--- src/common/mcu_decode_defines.vh ---
// Constants for the instruction decoder: opcode fields, patterns,
// reset values, operation codes and flag positions.
// Assumes 16-bit instruction words and an 8-bit datapath.
`ifndef MCU_DECODE_DEFINES_VH
`define MCU_DECODE_DEFINES_VH

// Instruction word fields
`define NIB_MSB 15
`define NIB_LSB 12
`define BYTE_MSB 15
`define BYTE_LSB 8
`define BIT_IDX_MSB 11
`define BIT_IDX_LSB 9
`define COND_MSB 10
`define COND_LSB 8
`define FAST_BIT 0
`define CALL_FAST_BIT 8
`define DEST_BIT 9
`define ACCESS_BIT 8

// Upper nibble patterns
`define NIB_SKIP_CLEAR 4'hB
`define NIB_SKIP_SET 4'hA
`define NIB_OPERAND 4'hF
`define NIB_CONTROL 4'hE
`define NIB_MOVE_FF 4'hC
`define NIB_LITERAL 4'h0

// Upper byte patterns
`define BYTE_ADD_LIT 8'h0F
`define BYTE_SUB_LIT 8'h08
`define BYTE_AND_LIT 8'h0B
`define BYTE_OR_LIT 8'h09
`define BYTE_XOR_LIT 8'h0A
`define BYTE_LOAD_LIT 8'h0E
`define BYTE_MUL_LIT 8'h0D
`define BYTE_RET_LIT 8'h0C
`define BYTE_JUMP 8'hEF
`define BYTE_BANK 8'h01
`define CALL_HI7 7'h76
`define TWO_WORD_HI6 6'h3B
`define BRANCH_HI5 5'h1C

// Whole-word codes
`define W_SLEEP 16'h0003
`define W_WDT_CLEAR 16'h0004
`define W_PUSH 16'h0005
`define W_POP 16'h0006
`define W_IRET_HI15 15'h0008
`define W_RET_HI15 15'h0009
`define W_TBL_HI13 13'h0001
`define TBL_WRITE_BIT 2

// Status flag positions
`define FLAG_C 0
`define FLAG_DC 1
`define FLAG_Z 2
`define FLAG_OV 3
`define FLAG_N 4
`define FLAGS_ARITH 5'h1F
`define FLAGS_LOGIC 5'h14
`define FLAGS_NONE 5'h00
`define FLAGS_POWER 5'h00

// Operation codes handed to the datapath
`define OP_NOP 5'h00
`define OP_ADD_LIT 5'h01
`define OP_SUB_LIT 5'h02
`define OP_AND_LIT 5'h03
`define OP_OR_LIT 5'h04
`define OP_XOR_LIT 5'h05
`define OP_LOAD_LIT 5'h06
`define OP_MUL_LIT 5'h07
`define OP_BANK 5'h08
`define OP_RET_LIT 5'h09
`define OP_IRET 5'h0A
`define OP_RETURN 5'h0B
`define OP_SLEEP 5'h0C
`define OP_WDT 5'h0D
`define OP_PUSH 5'h0E
`define OP_POP 5'h0F
`define OP_TBL_RD 5'h10
`define OP_TBL_WR 5'h11
`define OP_BRANCH 5'h12
`define OP_CALL 5'h13
`define OP_JUMP 5'h14
`define OP_BIT_TEST 5'h15
`define OP_FILE 5'h16

// Reset values
`define RST_OP 5'h00
`define RST_BYTE 8'h00
`define RST_TARGET 20'h00000

`endif

--- src/rtl/instruction_decode.v ---
// Instruction decoder and sequencer for the 8-bit core.
// Assumes one program word per cycle on i_instr with i_instr_valid,
// and a datapath that supplies flags and file data in the same cycle.
`timescale 1ns/10ps
`default_nettype none
`include "mcu_decode_defines.vh"

module instruction_decode
(
   input wire i_ref_clk,
   input wire i_reset_n,
   input wire i_instr_valid,
   input wire [15:0] i_instr,
   input wire [4:0] i_status,
   input wire [7:0] i_file_data,
   input wire i_target_is_port,
   input wire i_target_is_timer0,
   input wire i_prescaler_on_timer0,
   output reg o_op_valid,
   output reg [4:0] o_op_code,
   output reg [7:0] o_literal,
   output reg [4:0] o_flag_mask,
   output reg o_working_register_write,
   output reg o_pc_load,
   output reg [19:0] o_pc_target,
   output reg o_stack_push,
   output reg o_stack_pop,
   output reg o_fast_save,
   output reg o_fast_restore,
   output reg o_irq_enable_set,
   output reg o_sleep,
   output reg o_wdt_clear,
   output reg o_bank_load,
   output reg o_tbl_read,
   output reg o_tbl_write,
   output reg [1:0] o_tbl_ptr_mode,
   output reg o_src_from_pins,
   output reg o_prescaler_clear,
   output reg o_flush
);

////////////////////////////////////////////////////////////////////////
// Sequencer states
localparam [3:0] S_EXEC = 4'h1;
localparam [3:0] S_OPND = 4'h2;
localparam [3:0] S_FLUSH = 4'h4;
localparam [3:0] S_FLUSH2 = 4'h8;

reg [3:0] state_q, state_d;
reg [7:0] hi_addr_q, hi_addr_d;
reg call_q, call_d;
reg fast_q, fast_d;

reg op_valid_d, working_register_write_d, pc_load_d, push_d, pop_d, fsave_d, frest_d;
reg irq_d, sleep_d, wdt_d, bank_d, trd_d, twr_d, pins_d, presc_d, flush_d;
reg [4:0] op_d, mask_d;
reg [7:0] lit_d;
reg [19:0] target_d;
reg [1:0] tmode_d;

wire [3:0] nib = i_instr[`NIB_MSB:`NIB_LSB];
wire [7:0] ubyte = i_instr[`BYTE_MSB:`BYTE_LSB];
wire [7:0] kbyte = i_instr[7:0];
wire two_word = (i_instr[15:10] == `TWO_WORD_HI6) || (nib == `NIB_MOVE_FF);
wire test_bit = i_file_data[i_instr[`BIT_IDX_MSB:`BIT_IDX_LSB]];
wire file_op = (nib >= 4'h1) && (nib <= 4'h9);
wire dest_file = (nib >= 4'h6) || i_instr[`DEST_BIT];
// even codes take on flag set, odd codes on flag clear
wire [3:0] cond_flags = {i_status[`FLAG_N], i_status[`FLAG_OV], i_status[`FLAG_C],
   i_status[`FLAG_Z]};
wire cond_true = cond_flags[i_instr[`COND_MSB:`COND_LSB + 1]] ^ i_instr[`COND_LSB];

////////////////////////////////////////////////////////////////////////
// Decode and sequencing
always @*
begin
   state_d = state_q;
   hi_addr_d = hi_addr_q;
   call_d = call_q;
   fast_d = fast_q;
   op_valid_d = 1'b0;
   op_d = `OP_NOP;
   lit_d = kbyte;
   mask_d = `FLAGS_NONE;
   working_register_write_d = 1'b0;
   pc_load_d = 1'b0;
   target_d = o_pc_target;
   push_d = 1'b0;
   pop_d = 1'b0;
   fsave_d = 1'b0;
   frest_d = 1'b0;
   irq_d = 1'b0;
   sleep_d = 1'b0;
   wdt_d = 1'b0;
   bank_d = 1'b0;
   trd_d = 1'b0;
   twr_d = 1'b0;
   tmode_d = o_tbl_ptr_mode;
   pins_d = 1'b0;
   presc_d = 1'b0;
   flush_d = 1'b0;
   if (i_instr_valid)
   begin
      op_valid_d = 1'b1;
      case (state_q)
         S_OPND:
         begin
            // second word supplies twelve address bits
            state_d = S_EXEC;
            op_d = call_q ? `OP_CALL : `OP_JUMP;
            pc_load_d = 1'b1;
            target_d = {i_instr[11:0], hi_addr_q};
            push_d = call_q;
            fsave_d = call_q & fast_q;
         end
         S_FLUSH:
         begin
            // second cycle runs as a no-op
            flush_d = 1'b1;
            // skipping a two-word instruction costs a third cycle
            state_d = (call_q && two_word) ? S_FLUSH2 : S_EXEC;
         end
         S_FLUSH2:
         begin
            flush_d = 1'b1;
            state_d = S_EXEC;
         end
         default:
         begin
            call_d = 1'b0;
            if (nib == `NIB_SKIP_CLEAR || nib == `NIB_SKIP_SET)
            begin
               // skip on bit clear or set
               op_d = `OP_BIT_TEST;
               pins_d = i_target_is_port;
               if ((nib == `NIB_SKIP_CLEAR) ? !test_bit : test_bit)
               begin
                  state_d = S_FLUSH;
                  call_d = 1'b1;
               end
            end
            else if (nib == `NIB_OPERAND)
               // stray operand word is a no-op
               op_d = `OP_NOP;
            else if (i_instr[15:11] == `BRANCH_HI5)
            begin
               // taken branch adds one flush cycle
               op_d = `OP_BRANCH;
               if (cond_true)
               begin
                  pc_load_d = 1'b1;
                  target_d = {{12{kbyte[7]}}, kbyte};
                  state_d = S_FLUSH;
               end
            end
            else if (i_instr[15:9] == `CALL_HI7 || ubyte == `BYTE_JUMP)
            begin
               // first word holds eight address bits
               op_valid_d = 1'b0;
               hi_addr_d = kbyte;
               call_d = (i_instr[15:9] == `CALL_HI7);
               fast_d = i_instr[`CALL_FAST_BIT];
               state_d = S_OPND;
            end
            else if (file_op)
            begin
               op_d = `OP_FILE;
               pins_d = i_target_is_port;
               presc_d = i_target_is_timer0 & dest_file & i_prescaler_on_timer0;
            end
            else if (ubyte == `BYTE_ADD_LIT || ubyte == `BYTE_SUB_LIT)
            begin
               // add literal or literal minus working register
               op_d = (ubyte == `BYTE_ADD_LIT) ? `OP_ADD_LIT : `OP_SUB_LIT;
               mask_d = `FLAGS_ARITH;
               working_register_write_d = 1'b1;
            end
            else if (ubyte == `BYTE_AND_LIT || ubyte == `BYTE_OR_LIT ||
                     ubyte == `BYTE_XOR_LIT)
            begin
               // logic ops, zero and negative only
               op_d = (ubyte == `BYTE_AND_LIT) ? `OP_AND_LIT :
                      (ubyte == `BYTE_OR_LIT) ? `OP_OR_LIT : `OP_XOR_LIT;
               mask_d = `FLAGS_LOGIC;
               working_register_write_d = 1'b1;
            end
            else if (ubyte == `BYTE_LOAD_LIT)
            begin
               op_d = `OP_LOAD_LIT;
               working_register_write_d = 1'b1;
            end
            else if (ubyte == `BYTE_MUL_LIT)
               op_d = `OP_MUL_LIT;
            else if (ubyte == `BYTE_RET_LIT)
            begin
               op_d = `OP_RET_LIT;
               working_register_write_d = 1'b1;
               pop_d = 1'b1;
               pc_load_d = 1'b1;
               state_d = S_FLUSH;
            end
            else if (ubyte == `BYTE_BANK && i_instr[7:4] == 4'h0)
            begin
               op_d = `OP_BANK;
               bank_d = 1'b1;
               lit_d = {4'h0, i_instr[3:0]};
            end
            else if (i_instr[15:1] == `W_IRET_HI15 || i_instr[15:1] == `W_RET_HI15)
            begin
               // interrupt return sets the single global enable strobe, o_irq_enable_set
               op_d = (i_instr[15:1] == `W_IRET_HI15) ? `OP_IRET : `OP_RETURN;
               irq_d = (i_instr[15:1] == `W_IRET_HI15);
               frest_d = i_instr[`FAST_BIT];
               pop_d = 1'b1;
               pc_load_d = 1'b1;
               state_d = S_FLUSH;
            end
            else if (i_instr[15:3] == `W_TBL_HI13)
            begin
               // table access, pointer mode from low bits
               op_d = i_instr[`TBL_WRITE_BIT] ? `OP_TBL_WR : `OP_TBL_RD;
               trd_d = !i_instr[`TBL_WRITE_BIT];
               twr_d = i_instr[`TBL_WRITE_BIT];
               tmode_d = i_instr[1:0];
               state_d = S_FLUSH;
            end
            else if (i_instr == `W_SLEEP || i_instr == `W_WDT_CLEAR)
            begin
               op_d = (i_instr == `W_SLEEP) ? `OP_SLEEP : `OP_WDT;
               sleep_d = (i_instr == `W_SLEEP);
               wdt_d = (i_instr == `W_WDT_CLEAR);
            end
            else if (i_instr == `W_PUSH || i_instr == `W_POP)
            begin
               // push return address or discard stack top
               op_d = (i_instr == `W_PUSH) ? `OP_PUSH : `OP_POP;
               push_d = (i_instr == `W_PUSH);
               pop_d = (i_instr == `W_POP);
            end
         end
      endcase
   end
end

////////////////////////////////////////////////////////////////////////
// Registers
always @(posedge i_ref_clk or negedge i_reset_n)
begin
   if (!i_reset_n)
   begin
      state_q <= S_EXEC;
      hi_addr_q <= `RST_BYTE;
      call_q <= 1'b0;
      fast_q <= 1'b0;
      o_op_valid <= 1'b0;
      o_op_code <= `RST_OP;
      o_literal <= `RST_BYTE;
      o_flag_mask <= `FLAGS_NONE;
      o_working_register_write <= 1'b0;
      o_pc_load <= 1'b0;
      o_pc_target <= `RST_TARGET;
      o_stack_push <= 1'b0;
      o_stack_pop <= 1'b0;
      o_fast_save <= 1'b0;
      o_fast_restore <= 1'b0;
      o_irq_enable_set <= 1'b0;
      o_sleep <= 1'b0;
      o_wdt_clear <= 1'b0;
      o_bank_load <= 1'b0;
      o_tbl_read <= 1'b0;
      o_tbl_write <= 1'b0;
      o_tbl_ptr_mode <= 2'h0;
      o_src_from_pins <= 1'b0;
      o_prescaler_clear <= 1'b0;
      o_flush <= 1'b0;
   end
   else
   begin
      state_q <= state_d;
      hi_addr_q <= hi_addr_d;
      call_q <= call_d;
      fast_q <= fast_d;
      o_op_valid <= op_valid_d;
      o_op_code <= op_d;
      o_literal <= lit_d;
      o_flag_mask <= mask_d;
      o_working_register_write <= working_register_write_d;
      o_pc_load <= pc_load_d;
      o_pc_target <= target_d;
      o_stack_push <= push_d;
      o_stack_pop <= pop_d;
      o_fast_save <= fsave_d;
      o_fast_restore <= frest_d;
      o_irq_enable_set <= irq_d;
      o_sleep <= sleep_d;
      o_wdt_clear <= wdt_d;
      o_bank_load <= bank_d;
      o_tbl_read <= trd_d;
      o_tbl_write <= twr_d;
      o_tbl_ptr_mode <= tmode_d;
      o_src_from_pins <= pins_d;
      o_prescaler_clear <= presc_d;
      o_flush <= flush_d;
   end
end

endmodule // instruction_decode
`default_nettype wire

--- config.mk ---
export PLATFORM = sky130hd
export DESIGN_NAME = instruction_decode
export DESIGN_NICKNAME = d
export VERILOG_FILES = /design/src/rtl/instruction_decode.v
export VERILOG_INCLUDE_DIRS = /design/src /design/src/common
export SDC_FILE = /design/constraint.sdc
export NUM_CORES = 1
export LEC_CHECK = 0
export BUFFER_PORTS_ARGS = -buffer_cell sky130_fd_sc_hd__clkbuf_2
export CAP_MARGIN = 5
export CORE_MARGIN = 5
export CORE_UTILIZATION = 40
export CTS_CLUSTER_SIZE = 12
export DETAILED_ROUTE_END_ITERATION = 10
export GPL_ROUTABILITY_DRIVEN = 0
export GPL_TIMING_DRIVEN = 0
export HOLD_SLACK_MARGIN = 0.05
export PLACE_DENSITY = 0.71
export SETUP_SLACK_MARGIN = 0.4
export SLEW_MARGIN = 0
export SYNTH_ARGS = -nofsm -noshare
export SYNTH_HDL_FRONTEND = slang
export SYNTH_SLANG_ARGS = --single-unit
export TNS_END_PERCENT = 5
--- constraint.sdc ---
create_clock -name i_ref_clk -period 1.9 [get_ports i_ref_clk]
set_clock_uncertainty 0.1 [all_clocks]
set_input_delay 0.57 -clock i_ref_clk [delete_from_list [all_inputs] [get_ports i_ref_clk]]
set_output_delay 0.57 -clock i_ref_clk [all_outputs]
set_load 0.02 [all_outputs]
After elaboration in Yosys (flattened, before gate mapping)
Index checks and enable logic that the tools add are counted.
{"block": "op_classes", "magnitude_cmp": 5, "eq_ne": 38, "mux": 267, "bitwise": 18, "n_reduce_logical": 27}
{"op": "$mux W1", "n": 199}
{"op": "$mux W5", "n": 23}
{"op": "$mux W8", "n": 13}
{"op": "$mux W20", "n": 4}
{"op": "$mux W4", "n": 18}
{"op": "$eq A8 B4 Y1 const B", "n": 8}
{"op": "$eq A16 B3 Y1 const B", "n": 3}
{"op": "$pmux W20 S2", "n": 1}
{"op": "$eq A15 B4 Y1 const B", "n": 2}
{"op": "$ne A6 B5 Y1 const B", "n": 4}
{"op": "$eq A4 B4 Y1 const B", "n": 5}
{"op": "$eq A16 B2 Y1 const B", "n": 1}
{"op": "$reduce_and A15 Y1", "n": 1}
{"op": "$not A1 Y1", "n": 14}
{"op": "$eq A13 B1 Y1 const B", "n": 1}
{"op": "$reduce_and A6 Y1", "n": 2}
{"op": "$reduce_and A11 Y1", "n": 1}
{"op": "$logic_or A1 B1 Y1", "n": 10}
{"op": "$pmux W5 S2", "n": 1}
{"op": "$eq A8 B1 Y1 const B", "n": 1}
{"op": "$eq A8 B8 Y1 const B", "n": 1}
{"op": "$pmux W4 S2", "n": 1}
{"op": "$reduce_bool A8 Y1", "n": 1}
{"op": "$eq A7 B7 Y1 const B", "n": 1}
{"op": "29 further kinds", "n": 39}
{"block": "totals", "regBits": 70, "in_bits": 35, "output_inout_bits": 56, "word_cells": 380}

Depth between registers and ports, before layout
{"block": "logic_depth", "ltp_word": 19, "ltp_mapped": 8, "ltp_nobuf": 6}

Worst setup path before layout
No wires, ideal clock.
{"block": "synth_path", "path_kind": "input to register", "startpoint": "input port i_instr[13]", "endpoint": "register state_q[3]", "setup_ns": 0.125, "t_arrival_ns": 2.499, "t_required_ns": 1.675, "path_slack_ns": -0.824, "path_stages": 7, "path_buffers": 1, "path_cell_list": "buf_6 -> or4_4 -> or4_4 -> nand4_2 -> o221ai_2 -> a21o_1 -> mux2_4"}
{"block": "synth_via", "elab_chain_len": 15}
{"element": "from (decl)", "line": "instruction_decode.v:13", "rtl": "input wire [15:0] i_instr,"}
{"element": "$eq A15 B4 Y1 (no source line)"}
{"element": "$logic_or A1 B1 Y1 (no source line)"}
{"element": "$mux W4", "line": "instruction_decode.v:208", "rtl": "else if (i_instr[15:1] == `W_IRET_HI15 || i_instr[15:1] == `W_RET_HI15)"}
{"element": "$mux W4", "line": "instruction_decode.v:202", "rtl": "else if (ubyte == `BYTE_BANK && i_instr[7:4] == 4'h0)"}
{"element": "$mux W4", "line": "instruction_decode.v:194", "rtl": "else if (ubyte == `BYTE_RET_LIT)"}
{"element": "$mux W4", "line": "instruction_decode.v:192", "rtl": "else if (ubyte == `BYTE_MUL_LIT)"}
{"element": "$mux W4", "line": "instruction_decode.v:187", "rtl": "else if (ubyte == `BYTE_LOAD_LIT)"}
{"element": "$mux W4", "line": "instruction_decode.v:178", "rtl": "else if (ubyte == `BYTE_AND_LIT || ubyte == `BYTE_OR_LIT ||"}
{"element": "$mux W4", "line": "instruction_decode.v:171", "rtl": "else if (ubyte == `BYTE_ADD_LIT || ubyte == `BYTE_SUB_LIT)"}
{"element": "$mux W4", "line": "instruction_decode.v:165", "rtl": "else if (file_op)"}
{"element": "$mux W4", "line": "instruction_decode.v:156", "rtl": "else if (i_instr[15:9] == `CALL_HI7 || ubyte == `BYTE_JUMP)"}
{"element": "$mux W4", "line": "instruction_decode.v:145", "rtl": "else if (i_instr[15:11] == `BRANCH_HI5)"}
{"element": "$mux W4", "line": "instruction_decode.v:142", "rtl": "else if (nib == `NIB_OPERAND)"}
{"element": "$mux W4", "line": "instruction_decode.v:131", "rtl": "if (nib == `NIB_SKIP_CLEAR || nib == `NIB_SKIP_SET)"}
{"element": "$pmux W4 S2", "line": "instruction_decode.v:105", "rtl": "case (state_q)"}
{"element": "to (signal assigned)", "line": "instruction_decode.v:279", "rtl": "state_q <= state_d;"}
{"element": "to (decl)", "line": "instruction_decode.v:49", "rtl": "reg [3:0] state_q, state_d;"}
Parallel ways exist; a longest one is shown, timed or not. The select of a mux whose other input is x is not followed.
A chain may end at the register's enable or synchronous reset.

Final worst setup path
{"block": "layout_path", "startpoint": "input port i_instr[15]", "endpoint": "register state_q[3]"}
The elaborated chain is that of the path after synthesis.

==> reports/results.ini <==
[detailed_routing]
drt-wirelength-per-cell_um=18.0
wl_um=9780
drtPass1Iterations=5
drcViolationCount=0
vias=2968
drt_iter0_drc=298
via_per_inst=5.46
ant_nets=0

[logic_synthesis]
yosys.area_share.adder=0
synth_area_sq_mm=0.00335
async_flop_share=1.00
synth_top_area_frac=0.493
ys.flop_type=dfrtp_1
ys_seq_elements=67
synth_top_area_cell=dfrtp_1
ys_top_cells_by_count=66 x dfrtp_1, 31 x mux2_2, 26 x nor2_1
netlist_instances=314
yosys_warnings=0
synth_top_family_by_area=simple AND/OR/NAND/NOR gates
ys_types=55
synth_xor_area_frac=0.0157
yosysSeqAreaShare=0.501
syn_nets=349
synthSimpleGateAreaFrac=0.166
yosysMostFrequentCell=dfrtp_1
synthMuxAreaShare=0.156
syn_avg_cell_area_sq_um=10.7
synth_compound_area_frac=0.109
synth_area_leaders=dfrtp_1 49%, mux2_2 10%, a21oi_1 3.1%
synth-edff-count=0

[final_layout]
finalInstanceArea_sq_mm=0.00522
fin_util=0.639
fin_nets=469
drive_gt1_frac=0.522
area_growth_pct=55.8
fin_cells=544
antenna-diode-count=0

[placed_design]
port_buffers=86
hpwl_um=6390
placedCellCount=505
placed_area_sq_mm=0.00395
pre_cts_slack_ns=-1.15

[critical_path]
cp-start-kind=input pin
crit_type=input pin to flop
cp_num_buf_inv=1
slowest_delay_ns=0.58
arrival_ns=2.48
worstPathRequired_ns=2.03
worstPathCellList=buf_8 -> or4_4 -> or4_4 -> nand4_4 -> o221ai_4 -> a21o_1 -> mux2_4
cp_max_fo=4
end_kind=flop
crit_family=simple AND/OR/NAND/NOR gates
r2r_slack_ns=-0.38
crit_top_cell=or4_4
critPathSlowestCell=or4_4

[sta]
fin_hold_ws_ns=0.246
setup_ws_ns=-0.447
final_hold_viol_count=0
worst_pin_slew_ns=0.893
timing.fmax_mhz=426
rsz0062_at_grt=true
fin_tns_setup_ns=-10.92
min_period_ns=2.35
slew_headroom=0.405
report.final.slew_viol_count=0
period_share=1.24
setup_viol=52

[global_route]
grt_pass1_vias=3008
grt_max_degree=68
grt_overflow=0
antenna_found_initial=0
grt_pass1_wl_um=15100
track_usage=0.189

[pwr]
power_density_mw_per_mm2=948
p_leak_nw=2.40
ir_drop_mv=0.740
p_total_mw=4.95

[clocking]
holdBufCountCts=0
cts-htree-levels=3
clock-sinks=67
root_buffer=clkbuf_8
clk_pin_slew_ns=0.07
cts_tree=built
clockBufferDepth=2
insertion_delay_ns=0.35
cts_made_buffers=9

[die]
dieArea_sq_mm=0.0103
fp.coreArea_sq_mm=0.00818
die_w_um=102
initial_core_util=0.410
placementRows=33
die_y_um=102
pin_count=91

[worst_hold_path]
hold_class=input pin to flop

[run]
drv_cap=0

[outcome]
violations=negative setup slack
status=finished with violations

-- power breakdown --
part | switching [mW] | internal [mW] | leakage (nW)
clock network | 0.562 | 0.907 | 0.115
registers | 0.182 | 1.67 | 0.857
logic | 0.799 | 0.832 | 1.43
-- routing by layer --
| layer | wire, um | track usage |
|---|---|---|
| met3 | 817 | 0.0620 |
| met2 | 4860 | 0.314 |
| met5 | 0 | 0 |
| met1 | 3850 | 0.231 |
| met4 | 249 | 0.0644 |
-- cell families (layout without fill, tap and decap cells) --
logic type / after synthesis / count (layout)
muxes: 44 / 44
xor gates and xnor gates: 6 / 6
buffers and inverters: 41 / 166
DFF: 67 / 67
and+or+nand+nor: 100 / 100
AOI/OAI and AO/OA: 56 / 56
-- area by class of cell --
class	instances	area (sq um)
fill	614	2950
multi-input combinational	206	1760
sequential	67	1680
timing repair buffer	109	1130
buffer	26	216
clock buffer	10	138
tap	105	131
clock inverter	6	113
inverter	15	56.3
-- flip-flops by register name (all words and copies together), names as in the netlist, 2 cells and up --
register / flops
state_q: 4
o_op_code: 5
o_flag_mask: 2
o_literal: 8
hi_addr_q: 8
o_pc_target: 20
o_tbl_ptr_mode: 2
-- placed cells by master (no fill, tap or decap), types with 5 or more instances in the layout --
cell type,n
clkbuf_8,65
dfrtp_1,65
mux2_2,31
clkbuf_2,30
buf_4,21
nor2_1,18
a21oi_1,17
nand2_1,15
inv_1,14
buf_6,11
o21ai_0,8
mux2i_1,8
clkbuf_1,7
a21o_1,6
nor3_1,5
nand3_1,5
nor2b_1,5
-- final timing paths --
kind,from,end,depth (start not counted)
worst max-delay path,i_instr[15],state_q[3]$_DFFE_PN0P_,7
worst min-delay path,i_instr[2],o_literal[2]$_DFF_PN0_,1
worst max register to register,state_q[2]$_DFFE_PN0P_,state_q[3]$_DFFE_PN0P_,8
worst min register to register,hi_addr_q[6]$_DFFE_PN0P_,hi_addr_q[6]$_DFFE_PN0P_,1
max in group asynchronous,i_reset_n,state_q[3]$_DFFE_PN0P_,1
min in group asynchronous,i_reset_n,o_pc_target[14]$_DFFE_PN0P_,1
-- what timing repair did --
| item | 4_1_cts | 5_1_grt |
|---|---|---|
| setup buffers | 10 | 13 |
| resized for setup | 171 | 39 |
| pin swaps | 17 | 18 |
| endpoints found under the setup margin | 114 | 114 |
Note: power is estimated with default switching activity, not from simulation.
